**src/inc/idio_map.svh**
```systemverilog
// register offsets, ident field width and reset values of the relay/input card
// assumes an eight-bit I/O port address relative to the card base
`ifndef IDIO_MAP_SVH
`define IDIO_MAP_SVH
`define IDIO_OFS_GATE 8'h05
`define IDIO_OFS_SRC 8'h07
`define IDIO_OFS_POL 8'h2a
`define IDIO_OFS_RELAY 8'hc0
`define IDIO_OFS_INPUT 8'hc4
`define IDIO_OFS_IDENT 8'hf0
`define IDIO_RST_GATE 8'h00
`define IDIO_RST_POL 8'h00
`define IDIO_RST_RELAY 8'h00
`define IDIO_UNMAPPED 8'h00
`define IDIO_IDENT_W 4
`endif

```
**src/inc/idio_pkg.sv**
```systemverilog
// shared types of the relay/input card register set
// assumes nothing beyond the map header
package idio_pkg;
  typedef logic [7:0] idio_byte_t;
endpackage

```
**src/core/idio_sync.sv**
```systemverilog
// two-flop synchroniser, one per bit
// assumes the input is asynchronous to clk_i
`timescale 1ns/10ps
module idio_sync #(
  parameter int WIDTH = 8
) (
  input wire logic clk_i,
  input wire logic rst_n_i,
  input wire logic [WIDTH-1:0] async_i,
  output logic [WIDTH-1:0] sync_o
);
  logic [WIDTH-1:0] meta_q;
  // elaboration check: a zero-width chain has nothing to carry
  if (WIDTH < 1) begin : g_bad_width
    $error("width must be positive");
  end
  always_ff @(posedge clk_i or negedge rst_n_i) begin
    if (!rst_n_i) begin
      meta_q <= '0;
      sync_o <= '0;
    end else begin
      meta_q <= async_i;
      sync_o <= meta_q;
    end
  end
endmodule

```
**src/core/idio_regs.sv**
```systemverilog
// byte-wide I/O port register set: relays, isolated inputs, interrupts, id
// assumes the host holds addr/data stable with a one-cycle rd or wr strobe
`timescale 1ns/10ps
`include "idio_map.svh"

// Behaviour
// status register at 7 shows channel states
// host reads status to find source
// polarity register at 0x2a, 0 inverts
// polarity applies per channel independently
// write at 0xc0 drives eight relays
// read at 0xc0 returns inverted relays
// host xors readback with 0xff
// read at 0xc4 returns isolated inputs
// read at 0xf0 gives id, upper zero
// writing 0xff to mask enables all
// mask bit gates its channel, reset zero
// irq held while enabled channel active
module idio_regs (
  input wire logic ref_clk_i,
  input wire logic resetn_i,
  input wire logic [7:0] addr_i,
  input wire logic wr_i,
  input wire logic rd_i,
  input wire logic [7:0] wdata_i,
  input wire logic [7:0] isolated_input_bit_i,
  input wire logic [7:0] interrupt_channel_i,
  input wire logic [`IDIO_IDENT_W-1:0] board_ident_bit_i,
  output idio_pkg::idio_byte_t rdata_o,
  output logic rvalid_o,
  output idio_pkg::idio_byte_t relay_output_bit_o,
  output logic irq_o
);
  logic rst_meta_q;
  logic rst_n_q;
  idio_pkg::idio_byte_t gate_q;
  idio_pkg::idio_byte_t pol_q;
  idio_pkg::idio_byte_t din_s;
  idio_pkg::idio_byte_t chan_s;
  idio_pkg::idio_byte_t irq_source_bit;
  logic [`IDIO_IDENT_W-1:0] ident_s;
  idio_pkg::idio_byte_t rdata_d;

  // reset released through two flops to avoid release skew
  always_ff @(posedge ref_clk_i or negedge resetn_i) begin
    if (!resetn_i) begin
      rst_meta_q <= 1'b0;
      rst_n_q <= 1'b0;
    end else begin
      rst_meta_q <= 1'b1;
      rst_n_q <= rst_meta_q;
    end
  end

  // all pin inputs are asynchronous to the card clock
  idio_sync #(.WIDTH(8)) u_sync_din (
    .clk_i(ref_clk_i),
    .rst_n_i(rst_n_q),
    .async_i(isolated_input_bit_i),
    .sync_o(din_s)
  );
  idio_sync #(.WIDTH(8)) u_sync_chan (
    .clk_i(ref_clk_i),
    .rst_n_i(rst_n_q),
    .async_i(interrupt_channel_i),
    .sync_o(chan_s)
  );
  idio_sync #(.WIDTH(`IDIO_IDENT_W)) u_sync_id (
    .clk_i(ref_clk_i),
    .rst_n_i(rst_n_q),
    .async_i(board_ident_bit_i),
    .sync_o(ident_s)
  );

  function automatic logic hit(input logic [7:0] a, input logic [7:0] ofs);
    hit = (a == ofs);
  endfunction

  // polarity-adjusted channel: 1 selects the plain signal
  genvar g;
  generate
    for (g = 0; g < 8; g++) begin : g_pol
      assign irq_source_bit[g] = pol_q[g] ? chan_s[g] : ~chan_s[g];
    end
  endgenerate

  always_ff @(posedge ref_clk_i or negedge rst_n_q) begin
    if (!rst_n_q) begin
      gate_q <= `IDIO_RST_GATE;
    end else if (wr_i && hit(addr_i, `IDIO_OFS_GATE)) begin
      gate_q <= wdata_i;
    end
  end

  always_ff @(posedge ref_clk_i or negedge rst_n_q) begin
    if (!rst_n_q) begin
      pol_q <= `IDIO_RST_POL;
    end else if (wr_i && hit(addr_i, `IDIO_OFS_POL)) begin
      pol_q <= wdata_i;
    end
  end

  always_ff @(posedge ref_clk_i or negedge rst_n_q) begin
    if (!rst_n_q) begin
      relay_output_bit_o <= `IDIO_RST_RELAY;
    end else if (wr_i && hit(addr_i, `IDIO_OFS_RELAY)) begin
      relay_output_bit_o <= wdata_i;
    end
  end

  // status writes are ignored: the byte only mirrors the channels
  always_comb begin
    rdata_d = `IDIO_UNMAPPED;
    case (addr_i)
      `IDIO_OFS_GATE: rdata_d = gate_q;
      `IDIO_OFS_SRC: rdata_d = irq_source_bit;
      `IDIO_OFS_POL: rdata_d = pol_q;
      `IDIO_OFS_RELAY: rdata_d = ~relay_output_bit_o;
      `IDIO_OFS_INPUT: rdata_d = din_s;
      `IDIO_OFS_IDENT: rdata_d = {4'h0, ident_s};
      default: rdata_d = `IDIO_UNMAPPED;
    endcase
  end

  always_ff @(posedge ref_clk_i or negedge rst_n_q) begin
    if (!rst_n_q) begin
      rdata_o <= 8'h00;
      rvalid_o <= 1'b0;
    end else begin
      rvalid_o <= rd_i;
      if (rd_i) begin
        rdata_o <= rdata_d;
      end
    end
  end

  // level request, no latching: drops one clock after the synchronised cause clears
  always_ff @(posedge ref_clk_i or negedge rst_n_q) begin
    if (!rst_n_q) begin
      irq_o <= 1'b0;
    end else begin
      irq_o <= |(irq_source_bit & gate_q);
    end
  end

  property p_relay_write;
    @(posedge ref_clk_i) disable iff (!rst_n_q)
      wr_i && addr_i == `IDIO_OFS_RELAY |=>
        relay_output_bit_o == $past(wdata_i);
  endproperty
  a_relay_write: assert property (p_relay_write)
    else $error("relay write lost");

  property p_relay_read;
    @(posedge ref_clk_i) disable iff (!rst_n_q)
      rd_i && addr_i == `IDIO_OFS_RELAY |=>
        rdata_o == ~$past(relay_output_bit_o);
  endproperty
  a_relay_read: assert property (p_relay_read)
    else $error("readback not inverted");

  property p_src_read;
    @(posedge ref_clk_i) disable iff (!rst_n_q)
      rd_i && addr_i == `IDIO_OFS_SRC |=>
        rdata_o == ($past(chan_s) ~^ $past(pol_q));
  endproperty
  a_src_read: assert property (p_src_read)
    else $error("status mismatch");

  property p_pol_bit;
    @(posedge ref_clk_i) disable iff (!rst_n_q)
      pol_q == 8'h02 |->
        irq_source_bit == {~chan_s[7:2], chan_s[1], ~chan_s[0]};
  endproperty
  a_pol_bit: assert property (p_pol_bit)
    else $error("polarity not per channel");

  property p_pol_write;
    @(posedge ref_clk_i) disable iff (!rst_n_q)
      wr_i && addr_i == `IDIO_OFS_POL |=> pol_q == $past(wdata_i);
  endproperty
  a_pol_write: assert property (p_pol_write)
    else $error("polarity write lost");

  property p_din_read;
    @(posedge ref_clk_i) disable iff (!rst_n_q)
      rd_i && addr_i == `IDIO_OFS_INPUT |=> rdata_o == $past(din_s);
  endproperty
  a_din_read: assert property (p_din_read)
    else $error("input read wrong");

  property p_id_read;
    @(posedge ref_clk_i) disable iff (!rst_n_q)
      rd_i && addr_i == `IDIO_OFS_IDENT |=>
        rdata_o[7:4] == 4'h0 && rdata_o[3:0] == $past(ident_s);
  endproperty
  a_id_read: assert property (p_id_read)
    else $error("ident read wrong");

  property p_gate_all;
    @(posedge ref_clk_i) disable iff (!rst_n_q)
      wr_i && addr_i == `IDIO_OFS_GATE && wdata_i == 8'hff |=> gate_q == 8'hff;
  endproperty
  a_gate_all: assert property (p_gate_all)
    else $error("enable all failed");

  // reference built apart from the polarity generate, so a slip there shows
  logic irq_ref_s;
  assign irq_ref_s = |((chan_s ~^ pol_q) & gate_q);

  property p_irq_level;
    @(posedge ref_clk_i) disable iff (!rst_n_q)
      irq_o == $past(irq_ref_s);
  endproperty
  a_irq_level: assert property (p_irq_level)
    else $error("irq level wrong");

  property p_gate_off;
    @(posedge ref_clk_i) disable iff (!rst_n_q)
      gate_q == 8'h00 ##1 gate_q == 8'h00 |-> !irq_o;
  endproperty
  a_gate_off: assert property (p_gate_off)
    else $error("masked irq raised");

  c_irq: cover property (@(posedge ref_clk_i) disable iff (!rst_n_q)
    $rose(irq_o));
  c_relay: cover property (@(posedge ref_clk_i) disable iff (!rst_n_q)
    wr_i && addr_i == `IDIO_OFS_RELAY && wdata_i == 8'hff);
  c_src: cover property (@(posedge ref_clk_i) disable iff (!rst_n_q)
    irq_o && rd_i && addr_i == `IDIO_OFS_SRC);
endmodule

```
**config.mk**
```make
export PLATFORM = sky130hd
export DESIGN_NAME = idio_regs
export DESIGN_NICKNAME = d
export VERILOG_FILES = /design/src/inc/idio_pkg.sv /design/src/core/idio_sync.sv /design/src/core/idio_regs.sv
export VERILOG_INCLUDE_DIRS = /design/src /design/src/inc
export SDC_FILE = /design/constraint.sdc
export NUM_CORES = 1
export LEC_CHECK = 0
export ABC_CLOCK_PERIOD_IN_PS = 3400
export BUFFER_PORTS_ARGS = -buffer_cell sky130_fd_sc_hd__buf_4
export CELL_PAD_IN_SITES_DETAIL_PLACEMENT = 1
export CELL_PAD_IN_SITES_GLOBAL_PLACEMENT = 1
export CORE_MARGIN = 2
export CORE_UTILIZATION = 35
export DETAILED_ROUTE_END_ITERATION = 16
export PLACE_DENSITY_LB_ADDON = 0.12
export SETUP_SLACK_MARGIN = 0.2
export SLEW_MARGIN = 20
export SYNTH_ARGS = -nofsm -noshare
export SYNTH_HDL_FRONTEND = slang
export SYNTH_SLANG_ARGS = --single-unit
```
**constraint.sdc**
```tcl
create_clock -name ref_clk_i -period 3.4 [get_ports ref_clk_i]
set_input_delay 0.51 -clock ref_clk_i [delete_from_list [all_inputs] [get_ports ref_clk_i]]
set_output_delay 0.51 -clock ref_clk_i [all_outputs]
set_load 0.02 [all_outputs]
```
## After elaboration in Yosys (flattened, before gate mapping)

Index checks and enable logic that the tools add are counted.

| cells by class | value |
|---|---|
| order comparisons | 0 |
| multiplexer cells | 9 |
| div/mod/pow operators | 0 |
| reduce and logical (&&, ||, !) cells | 4 |
| add/subtract/negate cells | 0 |
| equal/unequal tests | 6 |
| multiply operators | 0 |
| shift operators | 0 |
| bitwise operators | 10 |

Operators with widths:

| cell | count |
|---|---|
| 8-bit case mux with 6 select lines | 1 |
| 8-bit == test (second input constant) | 3 |
| 8-bit by 3-bit == test with 1-bit output (second input constant) | 2 |
| 8-bit AND | 1 |
| 8-bit by 6-bit == test with 1-bit output (second input constant) | 1 |
| 1-bit 2-to-1 mux | 8 |
| 1-bit inverter | 8 |
| 8-bit inverter | 1 |
| 8-bit OR reduction | 1 |
| 1-bit logical AND | 3 |

| word-level totals | value |
|---|---|
| logic and storage cells | 43 |
| bits in latches | 0 |
| register bits after elaboration | 76 |
| memories | 0 |
| bits in read-only memories | 0 |
| RAM bits | 0 |

## Longest topological paths before layout

| logic depth | value |
|---|---|
| depth in word-level cells | 4 |
| gate-level depth with buffers | 6 |
| mapped depth without buffers | 4 |

## Hierarchy

A second synthesis with hierarchy kept.

| second synthesis, totals | value |
|---|---|
| cell total of the unflattened synthesis | 185 |
| area, all modules | 2,798.9 sq um |

By module, submodules not included:

| module | area each (sq um) | seq. area each (sq um) | cells an instance | times used |
|---|---|---|---|---|
| idio_regs | 1,798.0 | 900.9 | 145 | 1 |
| idio_sync at u_sync_chan ... | 400.4 | 400.4 | 16 | 2 |
| idio_sync at u_sync_id | 200.2 | 200.2 | 8 | 1 |

## Least setup slack after synthesis

No wires, ideal clock.

| timing path | value |
|---|---|
| path type | input -> register |
| start | input addr_i[3] |
| end | register relay_output_bit_o[0] |
| arrival | 1.757 ns |
| stages | 4 |
| required time | 3.275 ns |
| setup time | 0.125 ns |
| path slack | 1.518 ns |
| path through | or3_4 -> nor4_4 -> nand3b_4 -> mux2_2 |

| on the way | value |
|---|---|
| cells in the longest elaborated chain, start to end | 2 |

Ends and longest elaborated chain:

| element | line | RTL |
|---|---|---|
| start: declaration | idio_regs.sv:22 | `input wire logic [7:0] addr_i,` |
| 8-bit == test | idio_regs.sv:76 | `hit = (a == ofs);` |
| 1-bit logical AND | idio_regs.sv:106 | `` end else if (wr_i && hit(addr_i, `IDIO_OFS_RELAY)) begin `` |
| end signal: assignment | idio_regs.sv:105 | `` relay_output_bit_o <= `IDIO_RST_RELAY; `` |
| end signal: assignment | idio_regs.sv:107 | `relay_output_bit_o <= wdata_i;` |
| end: declaration | idio_regs.sv:31 | `output idio_pkg::idio_byte_t relay_output_bit_o,` |

No other way between the ends.
A chain may end at the register's enable or synchronous reset.

## Final worst setup path

| timing path | value |
|---|---|
| start | input addr_i[1] |
| end | register relay_output_bit_o[7] |

The elaborated chain is that of the path after synthesis.

==> results by group <==
Power
  – Power share of the clock group: 34.9%
  – Net switching power: 458 µW
  – Portion of total power attributed to combinational logic: 9.4%
  – Peak supply drop: 0.000172 V
  – Reg power frac: 55.7%
  – Cell area power density: 496 nW/µm²
  – P_leak: 1.63 nW
  – Proportion of total power due to net switching: 26.0%
  – Total internal power: 1.31 mW

Timing
  – Final period utilization: 59.3%
  – Relative slew slack: 46.1%
  – Number of endpoints failing setup at the final stage: 0
  – Setup TNS Final: 0 ns
  – Worst-case setup margin in the final layout: 1.39 ns
  – Max Transition Viols Final: 0
  – RSZ-0062 raised after global routing: no
  – Achievable Freq: 496 MHz
  – Slew @ Worst Pin: 0.797 ns
  – Final critical-path required period: 2.01 ns
  – Skew final: 0.00914 ns
  – Total count of hold-check failures in the final report: 0

Global route
  – Number of antenna violations at the first check in global routing: 0
  – Vias in the first global route: 2013
  – GRT Resource Usage Total: 16.1%
  – Maximum number of pins on one net before global-route repair: 34
  – Global-route wire length before repair: 10500 µm
  – GR Overflow Total: 0

Clock network
  – Number of buffers inserted during clock tree synthesis: 9
  – Worst-case clock buffer depth: 2
  – Number of resized instances in the post-cts repair step: 0
  – CTS tree: done
  – Post-CTS setup-driven buffer insertion count: 0
  – Clock root buffer: sky130_fd_sc_hd__clkbuf_8
  – Post-CTS clock slew at the launch and capture registers of the worst setup and hold paths: 0.08 ns
  – Worst-skew pair later-pin latency: 0.35 ns
  – Clock Sink Count: 76
  – Number of H-tree levels: 3

Synthesis
  – Synth area leader: sky130_fd_sc_hd__dfrtp_1
  – Syn_area_per_cell: 14.7 µm²
  – Synth Instances: 193
  – Count of cell types in the netlist: 28
  – Fraction of synthesis flops using an asynchronous set or reset pin: 100%
  – Net count after synthesis: 233
  – Register bit total from synthesis: 76
  – Part of the Yosys area used for sequential elements: 67.3%
  – Most used flip-flop cell after synthesis: sky130_fd_sc_hd__dfrtp_1
  – Netlist Area Pre-Place: 2830 µm²
  – Fraction of synthesized cell area taken by the top area cell type: 67.3%
  – Area contributors post-synth: sky130_fd_sc_hd__dfrtp_1 (67%), sky130_fd_sc_hd__mux2_2 (13%), sky130_fd_sc_hd__a22oi_1 (3.5%)
  – Yosys warning total: 0
  – Number of enable flip-flop cells after synthesis: 0

Critical path
  – Start point of the critical path: addr_i[1]
  – Kind of critical path: primary input to flop
  – Cell depth of the worst flop-to-flop path: 4
  – Master of the slowest instance on the critical path: sky130_fd_sc_hd__nor4_4
  – Largest driver fanout on the critical path: 14
  – Category of the worst setup path launch point: primary input
  – Critical path, cell by cell: buf_4 > or3_4 > nor4_4 > nand3b_4 > mux2_2
  – Crit path max-delay family: simple AND/OR/NAND/NOR gates
  – Total number of cells along the worst setup path: 5
  – Worst reg2reg path startpoint: relay_output_bit_o[1]$_DFFE_PN0P_
  – CP arrival: 2.25 ns
  – Critical path required time: 3.63 ns
  – Worst path bufs/invs: 1
  – Endpoint type of the worst setup path: flop
  – CP max stage delay: 0.60 ns

Routing
  – Routed len/inst: 17.1 µm
  – Residual DRC: 0
  – Total iterations of the first detailed-routing run: 4
  – 1st-iter DRT viols: 39
  – Via Count: 1819
  – Number of antenna-violating nets in the routed design: 0
  – Total wirelength of the detailed-routed design: 6240 µm
  – Average via count per standard cell: 5.00

Placed design
  – Port Buffers: 57
  – Pre-CTS WS: 1.01 ns
  – Placed wire-length estimate after detailed placement: 4440 µm
  – Weighted congestion reported at the end of routability-driven placement: 0.720

Finish
  – Area added between synthesis and finish: 25.9%
  – Area taken by flip-flops and latches: 1900 µm²
  – Filler cells: 827
  – Share of post-route cells with drive strength above 1: 43.9%
  – Total area of multi-input combinational cells: 900 µm²
  – Number of antenna diodes: 0
  – Layout Nets: 297

Floorplan
  – Standard-cell rows: 32
  – CORE AREA: 7770 µm²
  – Die Height: 93.9 µm
  – Initial standard-cell utilization of the core: 36.4%
  – Io pins: 58
  – Die outline width: 93.9 µm
  – Die Footprint: 8810 µm²

Min path
  – Worst min path class: primary input to flop
  – Hold path startpoint: isolated_input_bit_i[6]
  – Number of instances on the worst hold path: 1

Run
  – Max-cap violations: 0

Status
  – Run status: completed
[cells in the final DEF, fill, tap and decap left out]
master                           n
sky130_fd_sc_hd__clkinv_4        2
sky130_fd_sc_hd__o21ai_0         7
sky130_fd_sc_hd__xnor2_1         8
sky130_fd_sc_hd__nand3_1         1
sky130_fd_sc_hd__nand4b_1        1
sky130_fd_sc_hd__clkbuf_8        9
sky130_fd_sc_hd__or4_2           1
sky130_fd_sc_hd__nor3b_2         1
sky130_fd_sc_hd__clkinvlp_4      3
sky130_fd_sc_hd__nor2_1          9
sky130_fd_sc_hd__clkbuf_1        1
sky130_fd_sc_hd__conb_1          1
sky130_fd_sc_hd__or3_4           1
sky130_fd_sc_hd__a22oi_1        13
sky130_fd_sc_hd__a31oi_1         6
sky130_fd_sc_hd__nor3_1          1
sky130_fd_sc_hd__nand2_1        11
sky130_fd_sc_hd__nand4_1         1
sky130_fd_sc_hd__and4b_1         1
sky130_fd_sc_hd__a41oi_1         1
sky130_fd_sc_hd__nor4_4          1
sky130_fd_sc_hd__and4bb_2        2
sky130_fd_sc_hd__and3_1          1
sky130_fd_sc_hd__mux2_2         32
sky130_fd_sc_hd__nand2_2         1
sky130_fd_sc_hd__nand3b_4        1
sky130_fd_sc_hd__inv_6           1
sky130_fd_sc_hd__dfrtp_1        75
sky130_fd_sc_hd__a222oi_1        2
sky130_fd_sc_hd__dlygate4sd3_1   1
sky130_fd_sc_hd__nor4b_1         4
sky130_fd_sc_hd__a21oi_1         2
sky130_fd_sc_hd__dfrtp_2         1
sky130_fd_sc_hd__buf_4          59
[Yosys cell counts, drive strengths merged, types with 4 or more instances]
| master | n |
|---|---|
| mux2 | 32 |
| a22oi | 13 |
| o21ai | 7 |
| nand2 | 12 |
| xnor2 | 8 |
| dfrtp | 76 |
| clkbuf | 5 |
| a31oi | 6 |
| nor2 | 9 |
| nor4b | 4 |
[final timing paths]
path,end,slack [ns]
max,relay_output_bit_o[7]$_DFFE_PN0P_,1.39
min,u_sync_din.meta_q[6]$_DFF_PN0_,0.26
max reg2reg,rdata_o[1]$_DFFE_PN0P_,1.94
min reg2reg,u_sync_chan.sync_o[6]$_DFF_PN0_,0.32
max in group asynchronous,u_sync_chan.meta_q[5]$_DFF_PN0_,2.31
min in group asynchronous,u_sync_chan.sync_o[6]$_DFF_PN0_,0.32
[registers in the layout, summed over array words and instances (netlist names), 4 cells and up]
signal,cells
u_sync_chan.sync_o,8
u_sync_id.sync_o,4
u_sync_din.sync_o,8
u_sync_din.meta_q,8
u_sync_id.meta_q,4
gate_q,8
pol_q,8
rdata_o,8
u_sync_chan.meta_q,8
relay_output_bit_o,8
[metrics by stage]
| step | cell area (µm²) | util [%] | hold WS (ns) | cells | power (mW) |
|---|---|---|---|---|---|
| floorplan | 2830 | - | 0.214 | 193 | 1.08 |
| global placement | 3370 | 43.4 | 0.294 | 347 | 1.17 |
| detailed placement | 3370 | 43.4 | 0.295 | 347 | 1.17 |
| CTS | 3560 | 45.8 | 0.241 | 364 | 1.80 |
| global route | 3560 | 45.8 | 0.229 | 364 | 1.85 |
| finish | 3560 | 45.8 | 0.263 | 364 | 1.76 |
[power groups by stage]
stage | Sequential, mW | Combinational [mW] | Clock [mW]
global route | 0.991 | 0.183 | 0.680
global placement | 1.00 | 0.166 | 0
finish | 0.983 | 0.166 | 0.616
floorplan | 1.02 | 0.0586 | 0
CTS | 0.985 | 0.169 | 0.644
detailed placement | 1.00 | 0.168 | 0
[kinds of logic (layout without fill, tap and decap cells)]
family	after synthesis	in the layout	synth area share [%]
compound gates	31	31	7.39
buf+inv	7	76	0.929
xor+xnor	8	8	2.48
simple gates	38	38	9.07
other cells	1	1	0.133
flops	76	76	67.3
mux	32	32	12.7
[final cells by class]
cell class              instances  share of cell area [%]
clock buffers                  10                    3.59
clock inverters                 6                    1.37
multi-input cells             110                    25.3
flip-flops and latches         76                    53.5
well taps                     102                    3.59
repair buffers                 60                    12.7
[metal layers]
| layer | GRT usage (%) | share of wire [%] | vias to the layer above | routed length, µm |
|---|---|---|---|---|
| met5 | 0 | 0 | - | 0 |
| met4 | 4.71 | 1.1 | 0 | 68 |
| met3 | 5.14 | 5.0 | 8 | 312 |
| met2 | 26.4 | 51 | 46 | 3170 |
| met1 | 20.4 | 43 | 935 | 2680 |
| li1 | - | - | 830 | - |
[timing repair]
item                                   CTS  global route
endpoints found under the hold margin    2             0
setup endpoints to repair                0             0
hold buffers                             1             0
Note: power is estimated with default switching activity, not from simulation.
